==> src/fan_serial_pkg.sv <==
// shared constants and types for the fan driver serial control port
package fan_serial_pkg;
  localparam logic [6:0]  TARGET_ADDR        = 7'h55;
  localparam int          PARAM_MIRROR_BASE  = 64;
  localparam logic [7:0]  PARAM_FIRST        = 8'h48;
  localparam logic [7:0]  PARAM_LAST         = 8'h5E;
  localparam logic [7:0]  REG_APPLIED_DUTY   = 8'h80;
  localparam logic [7:0]  REG_DIE_TEMP       = 8'h8A;
  localparam logic [7:0]  REG_START_FAIL     = 8'h90;
  localparam logic [7:0]  REG_START_TRY      = 8'h91;
  localparam logic [7:0]  REG_FAULT_FLAGS    = 8'h93;
  localparam logic [7:0]  REG_LOCK_CAUSES    = 8'h94;
  localparam logic [7:0]  REG_NVM_CONTROL    = 8'hA1;
  localparam logic [7:0]  REG_NVM_SELECT     = 8'hA2;
  localparam logic [7:0]  REG_NVM_WRITE      = 8'hA3;
  localparam logic [7:0]  REG_NVM_READ       = 8'hA4;
  localparam logic [7:0]  REG_SPEED_DEMAND   = 8'hA5;
  localparam int          CTL_VOLTAGE_BIT    = 0;
  localparam int          CTL_ERASE_BIT      = 1;
  localparam int          CTL_WRITE_BIT      = 2;
  localparam int          CTL_READ_BIT       = 3;
  localparam int          LOCK_CLEAR_BIT     = 15;
  localparam int          LOCK_CAUSE_BITS    = 7;
  localparam int          FAULT_BITS         = 10;
  localparam int          DUTY_BITS          = 9;
  localparam logic [15:0] NVM_ERASED_WORD    = 16'h0000;
  localparam logic [15:0] REG_RESET          = 16'h0000;
  localparam int          CLOCK_MHZ          = 200;
  localparam int          NVM_PROGRAM_MS     = 12;
  localparam int          NVM_PROGRAM_CYCLES = NVM_PROGRAM_MS * CLOCK_MHZ * 1000;

  typedef struct packed {
    logic [DUTY_BITS-1:0]       applied_duty;
    logic [7:0]                 die_temperature;
    logic [FAULT_BITS-1:0]      fault_flags;
    logic [LOCK_CAUSE_BITS-1:0] lock_events;
    logic                       startup_attempt;
    logic                       startup_failure;
  } motor_status_t;

  typedef struct packed {
    logic                 serial_mode;
    logic                 serial_active;
    logic [DUTY_BITS-1:0] speed_demand;
  } speed_control_t;
endpackage : fan_serial_pkg

==> src/fan_serial_ctrl.sv <==
// serial target port, working registers and nonvolatile word store of the fan driver
`timescale 1ns/1ps
module fan_serial_ctrl #(
  parameter int NVM_WORDS       = 32,
  parameter int NVM_BUSY_CYCLES = fan_serial_pkg::NVM_PROGRAM_CYCLES
) (
  input  wire logic                          clock,
  input  wire logic                          rst_b,
  input  wire logic                          enable,
  input  wire logic                          speed_input_pin,
  input  wire logic                          tacho_output_pin_in,
  output logic                               tacho_output_pin_out,
  output logic                               tacho_output_pin_oe_b,
  input  wire logic                          tacho_pulse,
  input  wire logic                          strap_serial_b,
  input  wire fan_serial_pkg::motor_status_t status,
  output fan_serial_pkg::speed_control_t     control,
  output logic                               nvm_busy
);
  initial begin
    if (NVM_WORDS != 32) $error("nonvolatile store must hold 32 words");
    if (NVM_BUSY_CYCLES < 1) $error("programming time must be at least one cycle");
  end

  // two-flop synchronisers; the first stage feeds only the second
  // edge history resets to the released level, so a strapped-low line only shows a fall in idle
  logic [1:0] scl_sync;
  logic [1:0] sda_sync;
  logic       scl_prev;
  logic       sda_prev;
  always_ff @(posedge clock or negedge rst_b) begin
    if (!rst_b) begin
      scl_sync <= 2'h3;
      sda_sync <= 2'h3;
      scl_prev <= 1'b1;
      sda_prev <= 1'b1;
    end else if (enable) begin
      scl_sync <= {scl_sync[0], speed_input_pin};
      sda_sync <= {sda_sync[0], tacho_output_pin_in};
      scl_prev <= scl_sync[1];
      sda_prev <= sda_sync[1];
    end
  end

  logic scl;
  logic sda;
  logic scl_rise;
  logic scl_fall;
  logic start_seen;
  logic stop_seen;
  assign scl        = scl_sync[1];
  assign sda        = sda_sync[1];
  assign scl_rise   = scl && !scl_prev;
  assign scl_fall   = !scl && scl_prev;
  assign start_seen = scl && scl_prev && sda_prev && !sda;
  assign stop_seen  = scl && scl_prev && !sda_prev && sda;

  typedef enum logic [2:0] {
    IDLE, ADDRESS, ADDR_ACK, INDEX, WR_DATA, DATA_ACK, RD_DATA, RD_ACK
  } link_state_t;

  link_state_t state;
  logic [7:0]  shift;
  logic [3:0]  bit_count;
  logic        byte_count;
  logic        read_dir;
  logic        matched;
  logic [7:0]  register_index;
  logic [15:0] write_word;
  logic [15:0] read_word;
  logic        ack_pending;
  logic        write_strobe;
  logic        any_command;
  logic        index_done;
  logic        word_done;

  // bit engine: sample on scl rise, change drive on scl fall
  always_ff @(posedge clock or negedge rst_b) begin
    if (!rst_b) begin
      state          <= IDLE;
      shift          <= 8'h00;
      bit_count      <= 4'h0;
      byte_count     <= 1'b0;
      read_dir       <= 1'b0;
      matched        <= 1'b0;
      register_index <= 8'h00;
      write_word     <= 16'h0000;
      write_strobe   <= 1'b0;
      any_command    <= 1'b0;
      ack_pending    <= 1'b0;
    end else if (enable) begin
      write_strobe <= 1'b0;
      if (start_seen) begin
        state     <= ADDRESS;
        bit_count <= 4'h0;
        matched   <= 1'b0;
      end else if (stop_seen) begin
        state <= IDLE;
      end else begin
        case (state)
          IDLE: begin
          end
          ADDRESS, INDEX, WR_DATA: begin
            if (scl_rise) begin
              shift     <= {shift[6:0], sda};
              bit_count <= bit_count + 4'h1;
            end else if (scl_fall && bit_count == 4'h8) begin
              bit_count <= 4'h0;
              if (state == ADDRESS) begin
                if (shift[7:1] == fan_serial_pkg::TARGET_ADDR) begin
                  matched     <= 1'b1;
                  read_dir    <= shift[0];
                  any_command <= 1'b1;
                  byte_count  <= 1'b0;
                  state       <= ADDR_ACK;
                end else begin
                  state <= IDLE;
                end
              end else if (state == INDEX) begin
                register_index <= shift;
                state          <= DATA_ACK;
              end else begin
                // a third data byte is acked and dropped
                if (!byte_count) write_word[15:8] <= shift;
                else if (!word_done) write_word[7:0] <= shift;
                if (byte_count && !word_done) write_strobe <= 1'b1;
                state <= DATA_ACK;
              end
            end
          end
          ADDR_ACK: begin
            if (scl_fall) begin
              state <= read_dir ? RD_DATA : INDEX;
            end
          end
          DATA_ACK: begin
            if (scl_fall) begin
              // once the first data byte is in, the next data byte fills the low half
              if (index_done) byte_count <= 1'b1;
              state <= WR_DATA;
            end
          end
          RD_DATA: begin
            if (scl_rise) bit_count <= bit_count + 4'h1;
            else if (scl_fall && bit_count == 4'h8) begin
              bit_count <= 4'h0;
              state     <= RD_ACK;
            end
          end
          RD_ACK: begin
            if (scl_rise) ack_pending <= !sda;
            else if (scl_fall) begin
              byte_count <= 1'b1;
              state      <= ack_pending && !byte_count ? RD_DATA : IDLE;
            end
          end
          default: state <= IDLE;
        endcase
      end
    end
  end

  // byte counter for writes: first data byte goes high, second low
  always_ff @(posedge clock or negedge rst_b) begin
    if (!rst_b) begin
      index_done <= 1'b0;
      word_done  <= 1'b0;
    end else if (enable) begin
      if (start_seen || stop_seen) begin
        index_done <= 1'b0;
        word_done  <= 1'b0;
      end else begin
        if (state == DATA_ACK && scl_fall) index_done <= 1'b1;
        if (write_strobe) word_done <= 1'b1;
      end
    end
  end

  // registers
  logic [15:0] param_regs [0:31];
  logic [15:0] nvm_mem [0:31];
  logic [15:0] start_fail;
  logic [15:0] start_try;
  logic [fan_serial_pkg::LOCK_CAUSE_BITS-1:0] lock_causes;
  logic [3:0]  nvm_control;
  logic [4:0]  nvm_word_index;
  logic [15:0] nvm_new_word;
  logic [15:0] nvm_stored_word;
  logic [fan_serial_pkg::DUTY_BITS-1:0] speed_demand;
  logic        demand_written;
  logic        wr_hit;
  assign wr_hit = write_strobe && index_done;

  always_ff @(posedge clock or negedge rst_b) begin
    if (!rst_b) begin
      nvm_control    <= 4'h0;
      nvm_word_index <= 5'h00;
      nvm_new_word   <= 16'h0000;
      speed_demand   <= 9'h000;
      demand_written <= 1'b0;
    end else if (enable && wr_hit) begin
      case (register_index)
        fan_serial_pkg::REG_NVM_CONTROL: nvm_control <= write_word[3:0];
        fan_serial_pkg::REG_NVM_SELECT:  nvm_word_index <= write_word[4:0];
        fan_serial_pkg::REG_NVM_WRITE:   nvm_new_word <= write_word;
        fan_serial_pkg::REG_SPEED_DEMAND: begin
          speed_demand   <= write_word[8:0];
          demand_written <= 1'b1;
        end
        default: begin
        end
      endcase
    end
  end

  // working parameter mirror: index minus 64 selects the word
  logic [7:0] mirror_slot;
  assign mirror_slot = register_index - 8'(fan_serial_pkg::PARAM_MIRROR_BASE);
  always_ff @(posedge clock) begin
    if (enable && wr_hit && register_index >= fan_serial_pkg::PARAM_FIRST
        && register_index <= fan_serial_pkg::PARAM_LAST)
      param_regs[mirror_slot[4:0]] <= write_word;
  end

  // counters count events; a zero write clears, and an event in that cycle still counts
  always_ff @(posedge clock or negedge rst_b) begin
    if (!rst_b) begin
      start_fail  <= 16'h0000;
      start_try   <= 16'h0000;
      lock_causes <= '0;
    end else if (enable) begin
      if (wr_hit && register_index == fan_serial_pkg::REG_START_FAIL && write_word == 16'h0000)
        start_fail <= {15'h0000, status.startup_failure};
      else if (status.startup_failure) start_fail <= start_fail + 16'h0001;
      if (wr_hit && register_index == fan_serial_pkg::REG_START_TRY && write_word == 16'h0000)
        start_try <= {15'h0000, status.startup_attempt};
      else if (status.startup_attempt) start_try <= start_try + 16'h0001;
      if (wr_hit && register_index == fan_serial_pkg::REG_LOCK_CAUSES
          && write_word[fan_serial_pkg::LOCK_CLEAR_BIT])
        lock_causes <= status.lock_events;
      else lock_causes <= lock_causes | status.lock_events;
    end
  end

  // nonvolatile sequencer: erase or write busy for the programming time
  // the time is counted in core clocks, so a slower clock needs a smaller count
  logic [31:0] busy_count;
  logic        op_go;
  assign op_go = wr_hit && register_index == fan_serial_pkg::REG_NVM_CONTROL
                 && write_word[fan_serial_pkg::CTL_VOLTAGE_BIT];
  always_ff @(posedge clock or negedge rst_b) begin
    if (!rst_b) begin
      busy_count <= 32'h0;
      nvm_busy   <= 1'b0;
    end else if (enable) begin
      if (op_go && !nvm_busy && (write_word[fan_serial_pkg::CTL_ERASE_BIT]
          || write_word[fan_serial_pkg::CTL_WRITE_BIT])) begin
        busy_count <= 32'(NVM_BUSY_CYCLES - 1);
        nvm_busy   <= 1'b1;
      end else if (busy_count != 32'h0) busy_count <= busy_count - 32'h1;
      else nvm_busy <= 1'b0;
    end
  end

  // store change happens at launch; the busy time only blocks the next one
  always_ff @(posedge clock) begin
    if (enable && op_go && !nvm_busy) begin
      if (write_word[fan_serial_pkg::CTL_ERASE_BIT])
        nvm_mem[nvm_word_index] <= fan_serial_pkg::NVM_ERASED_WORD;
      else if (write_word[fan_serial_pkg::CTL_WRITE_BIT])
        nvm_mem[nvm_word_index] <= nvm_mem[nvm_word_index] | nvm_new_word;
    end
  end
  assign nvm_stored_word = nvm_mem[nvm_word_index];

  // read data mux
  logic [15:0] next_read_word;
  always_comb begin
    next_read_word = fan_serial_pkg::REG_RESET;
    case (register_index)
      fan_serial_pkg::REG_APPLIED_DUTY: next_read_word = {7'h00, status.applied_duty};
      fan_serial_pkg::REG_DIE_TEMP:     next_read_word = {8'h00, status.die_temperature};
      fan_serial_pkg::REG_START_FAIL:   next_read_word = start_fail;
      fan_serial_pkg::REG_START_TRY:    next_read_word = start_try;
      fan_serial_pkg::REG_FAULT_FLAGS:  next_read_word = {6'h00, status.fault_flags};
      fan_serial_pkg::REG_LOCK_CAUSES:  next_read_word = {9'h000, lock_causes};
      fan_serial_pkg::REG_NVM_CONTROL:  next_read_word = {12'h000, nvm_control};
      fan_serial_pkg::REG_NVM_SELECT:   next_read_word = {11'h000, nvm_word_index};
      fan_serial_pkg::REG_NVM_WRITE:    next_read_word = nvm_new_word;
      fan_serial_pkg::REG_NVM_READ:     next_read_word = nvm_stored_word;
      fan_serial_pkg::REG_SPEED_DEMAND: next_read_word = {7'h00, speed_demand};
      default: begin
        if (register_index >= fan_serial_pkg::PARAM_FIRST
            && register_index <= fan_serial_pkg::PARAM_LAST)
          next_read_word = param_regs[mirror_slot[4:0]];
      end
    endcase
  end

  always_ff @(posedge clock or negedge rst_b) begin
    if (!rst_b) read_word <= 16'h0000;
    else if (enable && state == ADDR_ACK && scl_fall && read_dir)
      read_word <= next_read_word;
    // the eighth fall also shifts, so the low byte's first bit is ready after the ack
    else if (enable && state == RD_DATA && scl_fall)
      read_word <= {read_word[14:0], 1'b0};
  end

  // pin drive: open-drain during transfer, tacho only while idle before the first command, released otherwise
  always_ff @(posedge clock or negedge rst_b) begin
    if (!rst_b) begin
      tacho_output_pin_out  <= 1'b1;
      tacho_output_pin_oe_b <= 1'b1;
    end else if (enable) begin
      // never driven high: the line is only pulled, so a clash with the host cannot short it
      tacho_output_pin_out <= 1'b0;
      if (state == IDLE && !any_command)
        tacho_output_pin_oe_b <= tacho_pulse;  // open-drain tacho when link unused
      else if (state == ADDR_ACK || (state == DATA_ACK && !read_dir))
        tacho_output_pin_oe_b <= 1'b0;
      else if (state == RD_DATA)
        tacho_output_pin_oe_b <= read_word[15];
      else
        tacho_output_pin_oe_b <= 1'b1;
    end
  end

  // speed demand path; the strap pin is synchronised and caught once it has settled
  logic [1:0] strap_sync;
  logic [1:0] strap_age;
  logic       strap_seen;
  always_ff @(posedge clock or negedge rst_b) begin
    if (!rst_b) begin
      strap_sync <= 2'h3;
      strap_age  <= 2'h0;
      strap_seen <= 1'b0;
      control    <= '0;
    end else if (enable) begin
      strap_sync <= {strap_sync[0], strap_serial_b};
      if (strap_age != 2'h3) strap_age <= strap_age + 2'h1;
      if (strap_age == 2'h2) strap_seen <= !strap_sync[1];
      control.serial_active <= any_command;
      control.serial_mode   <= demand_written;
      // duty equals code over 511; zero until 165 written once commands seen
      control.speed_demand  <= any_command ? speed_demand : 9'h000;
    end
  end
endmodule : fan_serial_ctrl

==> config.mk <==
export PLATFORM = sky130hd
export DESIGN_NAME = fan_serial_ctrl
export DESIGN_NICKNAME = d
export VERILOG_FILES = /design/src/fan_serial_pkg.sv /design/src/fan_serial_ctrl.sv
export SDC_FILE = /design/constraint.sdc
export NUM_CORES = 1
export LEC_CHECK = 0
export BUFFER_PORTS_ARGS = -buffer_cell sky130_fd_sc_hd__buf_2
export CAP_MARGIN = 20
export CORE_MARGIN = 2
export CORE_UTILIZATION = 45
export DETAILED_ROUTE_END_ITERATION = 8
export PLACE_DENSITY = 0.69
export SYNTH_ARGS = -nofsm -noshare
export SYNTH_HDL_FRONTEND = slang
export SYNTH_SLANG_ARGS = --single-unit
==> constraint.sdc <==
create_clock -name clock -period 4.1 [get_ports clock]
set_clock_uncertainty 0.05 [all_clocks]
set_input_delay 0.82 -clock clock [delete_from_list [all_inputs] [get_ports clock]]
set_output_delay 0.82 -clock clock [all_outputs]
set_load 0.1 [all_outputs]
Yosys cells after proc, flatten, opt, wreduce, memory -nomap -nowiden
Memories as Yosys holds them, arrays and structs flattened. Cells that the tools add are included.

Flip-flop bits (word level): 188. RAM bits: 1024. Memories: 2.

Memory list: nvm_mem (depth 32, bits a word 16, read ports 1, clocked after memory_dff 0, write ports 1, RTL line fan_serial_ctrl.sv:181) `logic [15:0] nvm_mem [0:31];`; param_regs (depth 32, bits a word 16, read ports 1, clocked after memory_dff 0, write ports 1, RTL line fan_serial_ctrl.sv:180) `logic [15:0] param_regs [0:31];`.

Add/subtract/negate cells: 5. Magnitude comparators: 2. Equal/unequal tests: 38. Muxes and demuxes: 68. Bitwise gates (word level): 10. Reductions and logical operators: 81.

Operators by type and width (count): 16-bit one-hot mux with 11 select lines (1); 16-bit 2-to-1 mux (8); 8-bit equality test, second input constant (11); 32-bit 2-to-1 mux (2); 3-bit 2-to-1 mux (13); 1-bit logical AND (35); 1-bit 2-to-1 mux (34); 16-bit by 1-bit adder with 16-bit output, second input constant (2); 4-bit inequality test, second input constant (8); 32-bit nonzero test (1); 32-bit by 1-bit subtractor with 32-bit output, second input constant (1); 4-bit 2-to-1 mux (5); 2-bit inequality test, second input constant (10); 10-bit AND reduction (2); 2-bit AND reduction (10); 16-bit zero test (1); 16-bit bitwise OR (1); 8-bit AND reduction (2); 3-bit one-hot mux with 5 select lines (1); 2-bit nonzero test (7); 3-bit equality test, second input constant (4); 12-bit AND reduction (1); 5-bit AND reduction (2); 1-bit zero test (9); 23 further kinds (33).

Longest topological paths before layout
Depth after elaboration: 10. Mapped depth: 12. Mapped depth without buffers: 8.

Worst setup path after synthesis
Ideal clock, no wire load.

Kind: input to register. Start point: input port enable. End point: memory nvm_mem[27][0], enable pin. Setup time: 0.409 ns. Arrival: 3.578 ns. Required time: 3.641 ns. Slack: 0.063 ns. Stages on the path: 8. Cell sequence: buf_4 and3_1 buf_4 nand4_4 nor3_1 clkbuf_1 nand3_1 nor3_1.

Longest elaborated chain between the ends: 5. Elaborated cells between the ends (all ways): 7. Classes of those cells: mux (4); bitwise (1); reduce/logical (2).

RTL lines: start, declared (RTL line fan_serial_ctrl.sv:9) `input wire logic enable,`; 1-bit logical AND (*) (2 in a row) (RTL line fan_serial_ctrl.sv:267) `if (enable && op_go && !nvm_busy) begin`; 1-bit 2-to-1 mux (RTL line fan_serial_ctrl.sv:267); 1-bit 2-to-1 mux, on equally long branches (RTL line fan_serial_ctrl.sv:269, fan_serial_ctrl.sv:271); 1-bit bitwise OR (no line) (*); end, declared (RTL line fan_serial_ctrl.sv:181).

Mark *: on every way between the ends. The rest lies on a longest branch, timed or not.

Final worst setup path
Start point: register nvm_word_index[1]. End point: memory nvm_mem[30][9], data pin.

Longest elaborated chain between the ends: 3.

RTL lines: start, declared (RTL line fan_serial_ctrl.sv:186) `logic [4:0] nvm_word_index;`; start signal, assigned (RTL line fan_serial_ctrl.sv:204) `fan_serial_pkg::REG_NVM_SELECT: nvm_word_index <= write_word[4:0];`; memory read 32 x 16 bit; 16-bit bitwise OR (RTL line fan_serial_ctrl.sv:271) `nvm_mem[nvm_word_index] <= nvm_mem[nvm_word_index] | nvm_new_word;`; 16-bit 2-to-1 mux (no line).

No other way between the ends.

==> flow_metrics.py <==
metrics = {
    "status": {
        "status": "finished clean",
    },
    "synthesis": {
        "yosys_warnings": 0,
        "synthXorXnorAreaFrac": 0.00949,
        "avgSynthCellArea_um2": 16.4,
        "synth_compound_area_frac": 0.0576,
        "synth_async_sr_flop_share": 0.169,
        "ys_top_cells_by_count": "edfxtp_1 (924), mux2i_1 (296), dfrtp_1 (180)",
        "synth_edf_count": 924,
        "synth_area_leaders": "edfxtp_1 (61%), dfrtp_1 (10%), mux2i_1 (6.6%)",
        "synth_mux_area_frac": 0.134,
        "synth-main-ff-cell": "edfxtp_1",
        "syn_inst": 2749,
        "ys_seq_elements": 1112,
        "synth.most_common_cell": "edfxtp_1",
        "synth_largest_area_cell": "edfxtp_1",
        "synth_top_area_frac": 0.614,
        "synth_top_family_by_area": "multiplexers",
        "synth_area_um2": 45200,
        "synth_fa_ha_area_frac": 0.00166,
        "synth-simple-area-share": 0.0629,
        "synth_cell_types": 83,
        "synth-seq-area-share": 0.718,
    },
    "detailed_routing": {
        "drc": 0,
        "ant_nets": 0,
        "via_per_inst": 6.07,
        "drt_first_pass_iters": 5,
        "wl_per_cell_um": 26.8,
        "wl_mm": 117,
        "drtIter0Drc": 3202,
        "num_vias": 26400,
    },
    "sta": {
        "setup_viol": 0,
        "grt_setup_unrepaired": "false",
        "setup-tns-final_ns": 0,
        "fin_crit_sh": 0.877,
        "fin_crit_ns": 3.59,
        "hold_viol_final": 0,
        "relSlewSlack": 0.238,
        "fmax_ghz": 0.278,
        "maxSlewViolCount": 0,
        "worstMarginPinSlew_ns": 1.14,
    },
    "power": {
        "irDropWorstVdd_mv": 0.480,
        "p_leak_nw": 16.2,
        "p_per_area_nw_per_um2": 452,
    },
    "critical_path": {
        "max_stage_delay_ns": 1.02,
        "crit_slowest_cell": "dfrtp_4",
        "criticalPathCategory": "flop to flop",
        "critPathMaxFanout": 39,
        "critPathLaunchType": "flop",
        "crit_required_ns": 4.44,
        "end_kind": "flop",
        "worstPathCellList": "buf_12 > mux2i_1 > o22ai_1 > nor4_1 > nand2_1 > o21a_1 > buf_4",
        "cp.arrival_ns": 3.93,
    },
    "clock_tree": {
        "cts_resized": 0,
        "cts_hold_buf": 0,
        "cts_tree": "built",
        "cts.sinks": 1112,
        "post_cts_buffers": 0,
        "clock_latency_ns": 0.71,
        "cts.htree.levels": 3,
        "cts_root_buf": "clkbuf_16",
        "path_clk_slew_ns": 0.06,
        "cts_made_buffers": 109,
        "cts_buffer_depth": 3,
    },
    "place": {
        "post-place-cells": 4150,
        "port-buffer-count": 55,
        "dp.final_hpwl_mm": 72.2,
        "gp_congestion": 0.967,
    },
    "global_routing": {
        "grt.total_usage": 0.226,
        "grt_pass1_vias": 26300,
        "antenna_found_initial": 2,
        "grt_pass1_wl_mm": 172,
        "grt_max_degree": 105,
        "overflow": 0,
    },
    "layout": {
        "num_antenna_cells": 0,
        "syn2layout_area_growth_pct": 14.8,
        "instances_no_fill": 4353,
        "fill_cells": 7942,
        "final_net_count": 3014,
        "seqCellArea_um2": 32500,
        "drive_gt1_frac": 0.207,
        "multi_input_area_um2": 12300,
    },
    "job": {
        "max_cap_viol_count": 0,
    },
    "die": {
        "die_area_um2": 103000,
        "start_util": 0.453,
        "io_pins": 57,
        "rows": 116,
        "core-area_um2": 99900,
        "die_x_um": 321,
        "die_h_um": 321,
    },
    "worst_hold_path": {
        "holdCritPathClass": "input port to async pin",
    },
}
## placed cells by master, fill, tap and decap left out, types with 19 or more instances in the layout
cell / netlist / routed
buf_2: 17 / 54
clkbuf_1: 105 / 24
dfrtp_1: 180 / 176
and3_1: 19 / 19
nor2_2: 1 / 29
xnor2_1: 19 / 19
nor3_1: 30 / 25
nand2_1: 121 / 121
a21oi_1: 42 / 42
nor2_1: 132 / 104
buf_4: 13 / 145
mux4_2: 95 / 95
nor4_1: 47 / 45
o22ai_1: 138 / 138
nand3_1: 59 / 59
conb_1: 1 / 44
o21ai_0: 48 / 48
inv_1: 23 / 23
clkbuf_16: 0 / 111
mux2_2: 83 / 83
edfxtp_1: 924 / 924
xor2_1: 30 / 30
a22oi_1: 21 / 21
mux2i_1: 296 / 296
## worst max-delay path, delay by kind of cell (launching register included)
family	cells	cell delay, ns
AOI/OAI and AO/OA	2	0.38
buffers and inverters	2	0.59
DFF	1	1.02
muxes	1	0.28
and+or+nand+nor	2	0.90
## stage by stage
step	power [mW]	area (µm²)	util	setup WS, ns	hold WS, ns
floorplan	13.2	45400	-	0.0625	0.378
global placement	13.4	48200	0.482	0.614	0.403
detailed placement	13.4	48200	0.482	0.597	0.406
CTS	23.6	51900	0.519	0.647	0.157
global route	24.1	51900	0.520	0.411	0.192
finish	23.5	51900	0.520	0.506	0.146
## cell families after synthesis
group	after synthesis
buffers and inverters	181
AND/OR/NAND/NOR	542
multiplexers	474
adder cells (fa/ha/maj)	6
AO/OA/AOI/OAI	384
other	1
XOR/XNOR	49
flip-flops	1112
## area by class of cell
cell class / count / share of cell area
Clock buffer: 136 / 0.0555
Clock inverter: 65 / 0.0154
Inverter: 24 / 0.00174
Multi-Input combinational cell: 1499 / 0.236
Sequential cell: 1112 / 0.626
Tap cell: 1298 / 0.0313
Timing Repair Buffer: 219 / 0.0341
## sequential cells by signal (all words and copies together) (netlist names), 2 cells and up
| register | cells |
|---|---|
| busy_count | 32 |
| lock_causes | 7 |
| write_word | 16 |
| bit_count | 4 |
| start_try | 16 |
| nvm_word_index | 5 |
| start_fail | 16 |
| read_word | 16 |
| state | 3 |
| sda_sync | 2 |
| nvm_mem | 512 |
| scl_sync | 2 |
| control | 11 |
| param_regs | 412 |
| register_index | 8 |
| nvm_control | 4 |
| shift | 8 |
| speed_demand | 9 |
| nvm_new_word | 16 |
## report_power, final
group          internal [mW]  switching [mW]  total, mW
Sequential              12.3           0.304       12.6
Combinational          0.274           0.359      0.633
Clock                   5.95            4.28       10.2
## per-layer routing
| layer | global-route usage | share of wire | up-vias |
|---|---|---|---|
| met4 | 0.0715 | 0.032 | 0 |
| met5 | 0 | 0 | - |
| met1 | 0.309 | 0.40 | 13500 |
| met3 | 0.0489 | 0.095 | 222 |
| met2 | 0.363 | 0.48 | 1421 |
| li1 | - | - | 11300 |
## final timing paths
kind / from / endpoint / cells after the start / slack (ns)
worst max-delay path: nvm_word_index[1]$_DFFE_PN0P_ / nvm_mem[30][9]$_DFFE_PP_ / 7 / 0.51
worst min-delay path: rst_b / control[4]$_DFFE_PN0P_ / 1 / 0.15
worst max register to register: nvm_word_index[1]$_DFFE_PN0P_ / nvm_mem[30][9]$_DFFE_PP_ / 7 / 0.51
worst min register to register: demand_written$_DFFE_PN0P_ / demand_written$_DFFE_PN0P_ / 1 / 0.42
max in group asynchronous: rst_b / tacho_output_pin_out$_DFFE_PN1P_ / 2 / 3.01
min in group clock: status[6] / lock_causes[4]$_DFFE_PN0P_ / 2 / 0.29
Note: power is estimated with default switching activity, not from simulation.
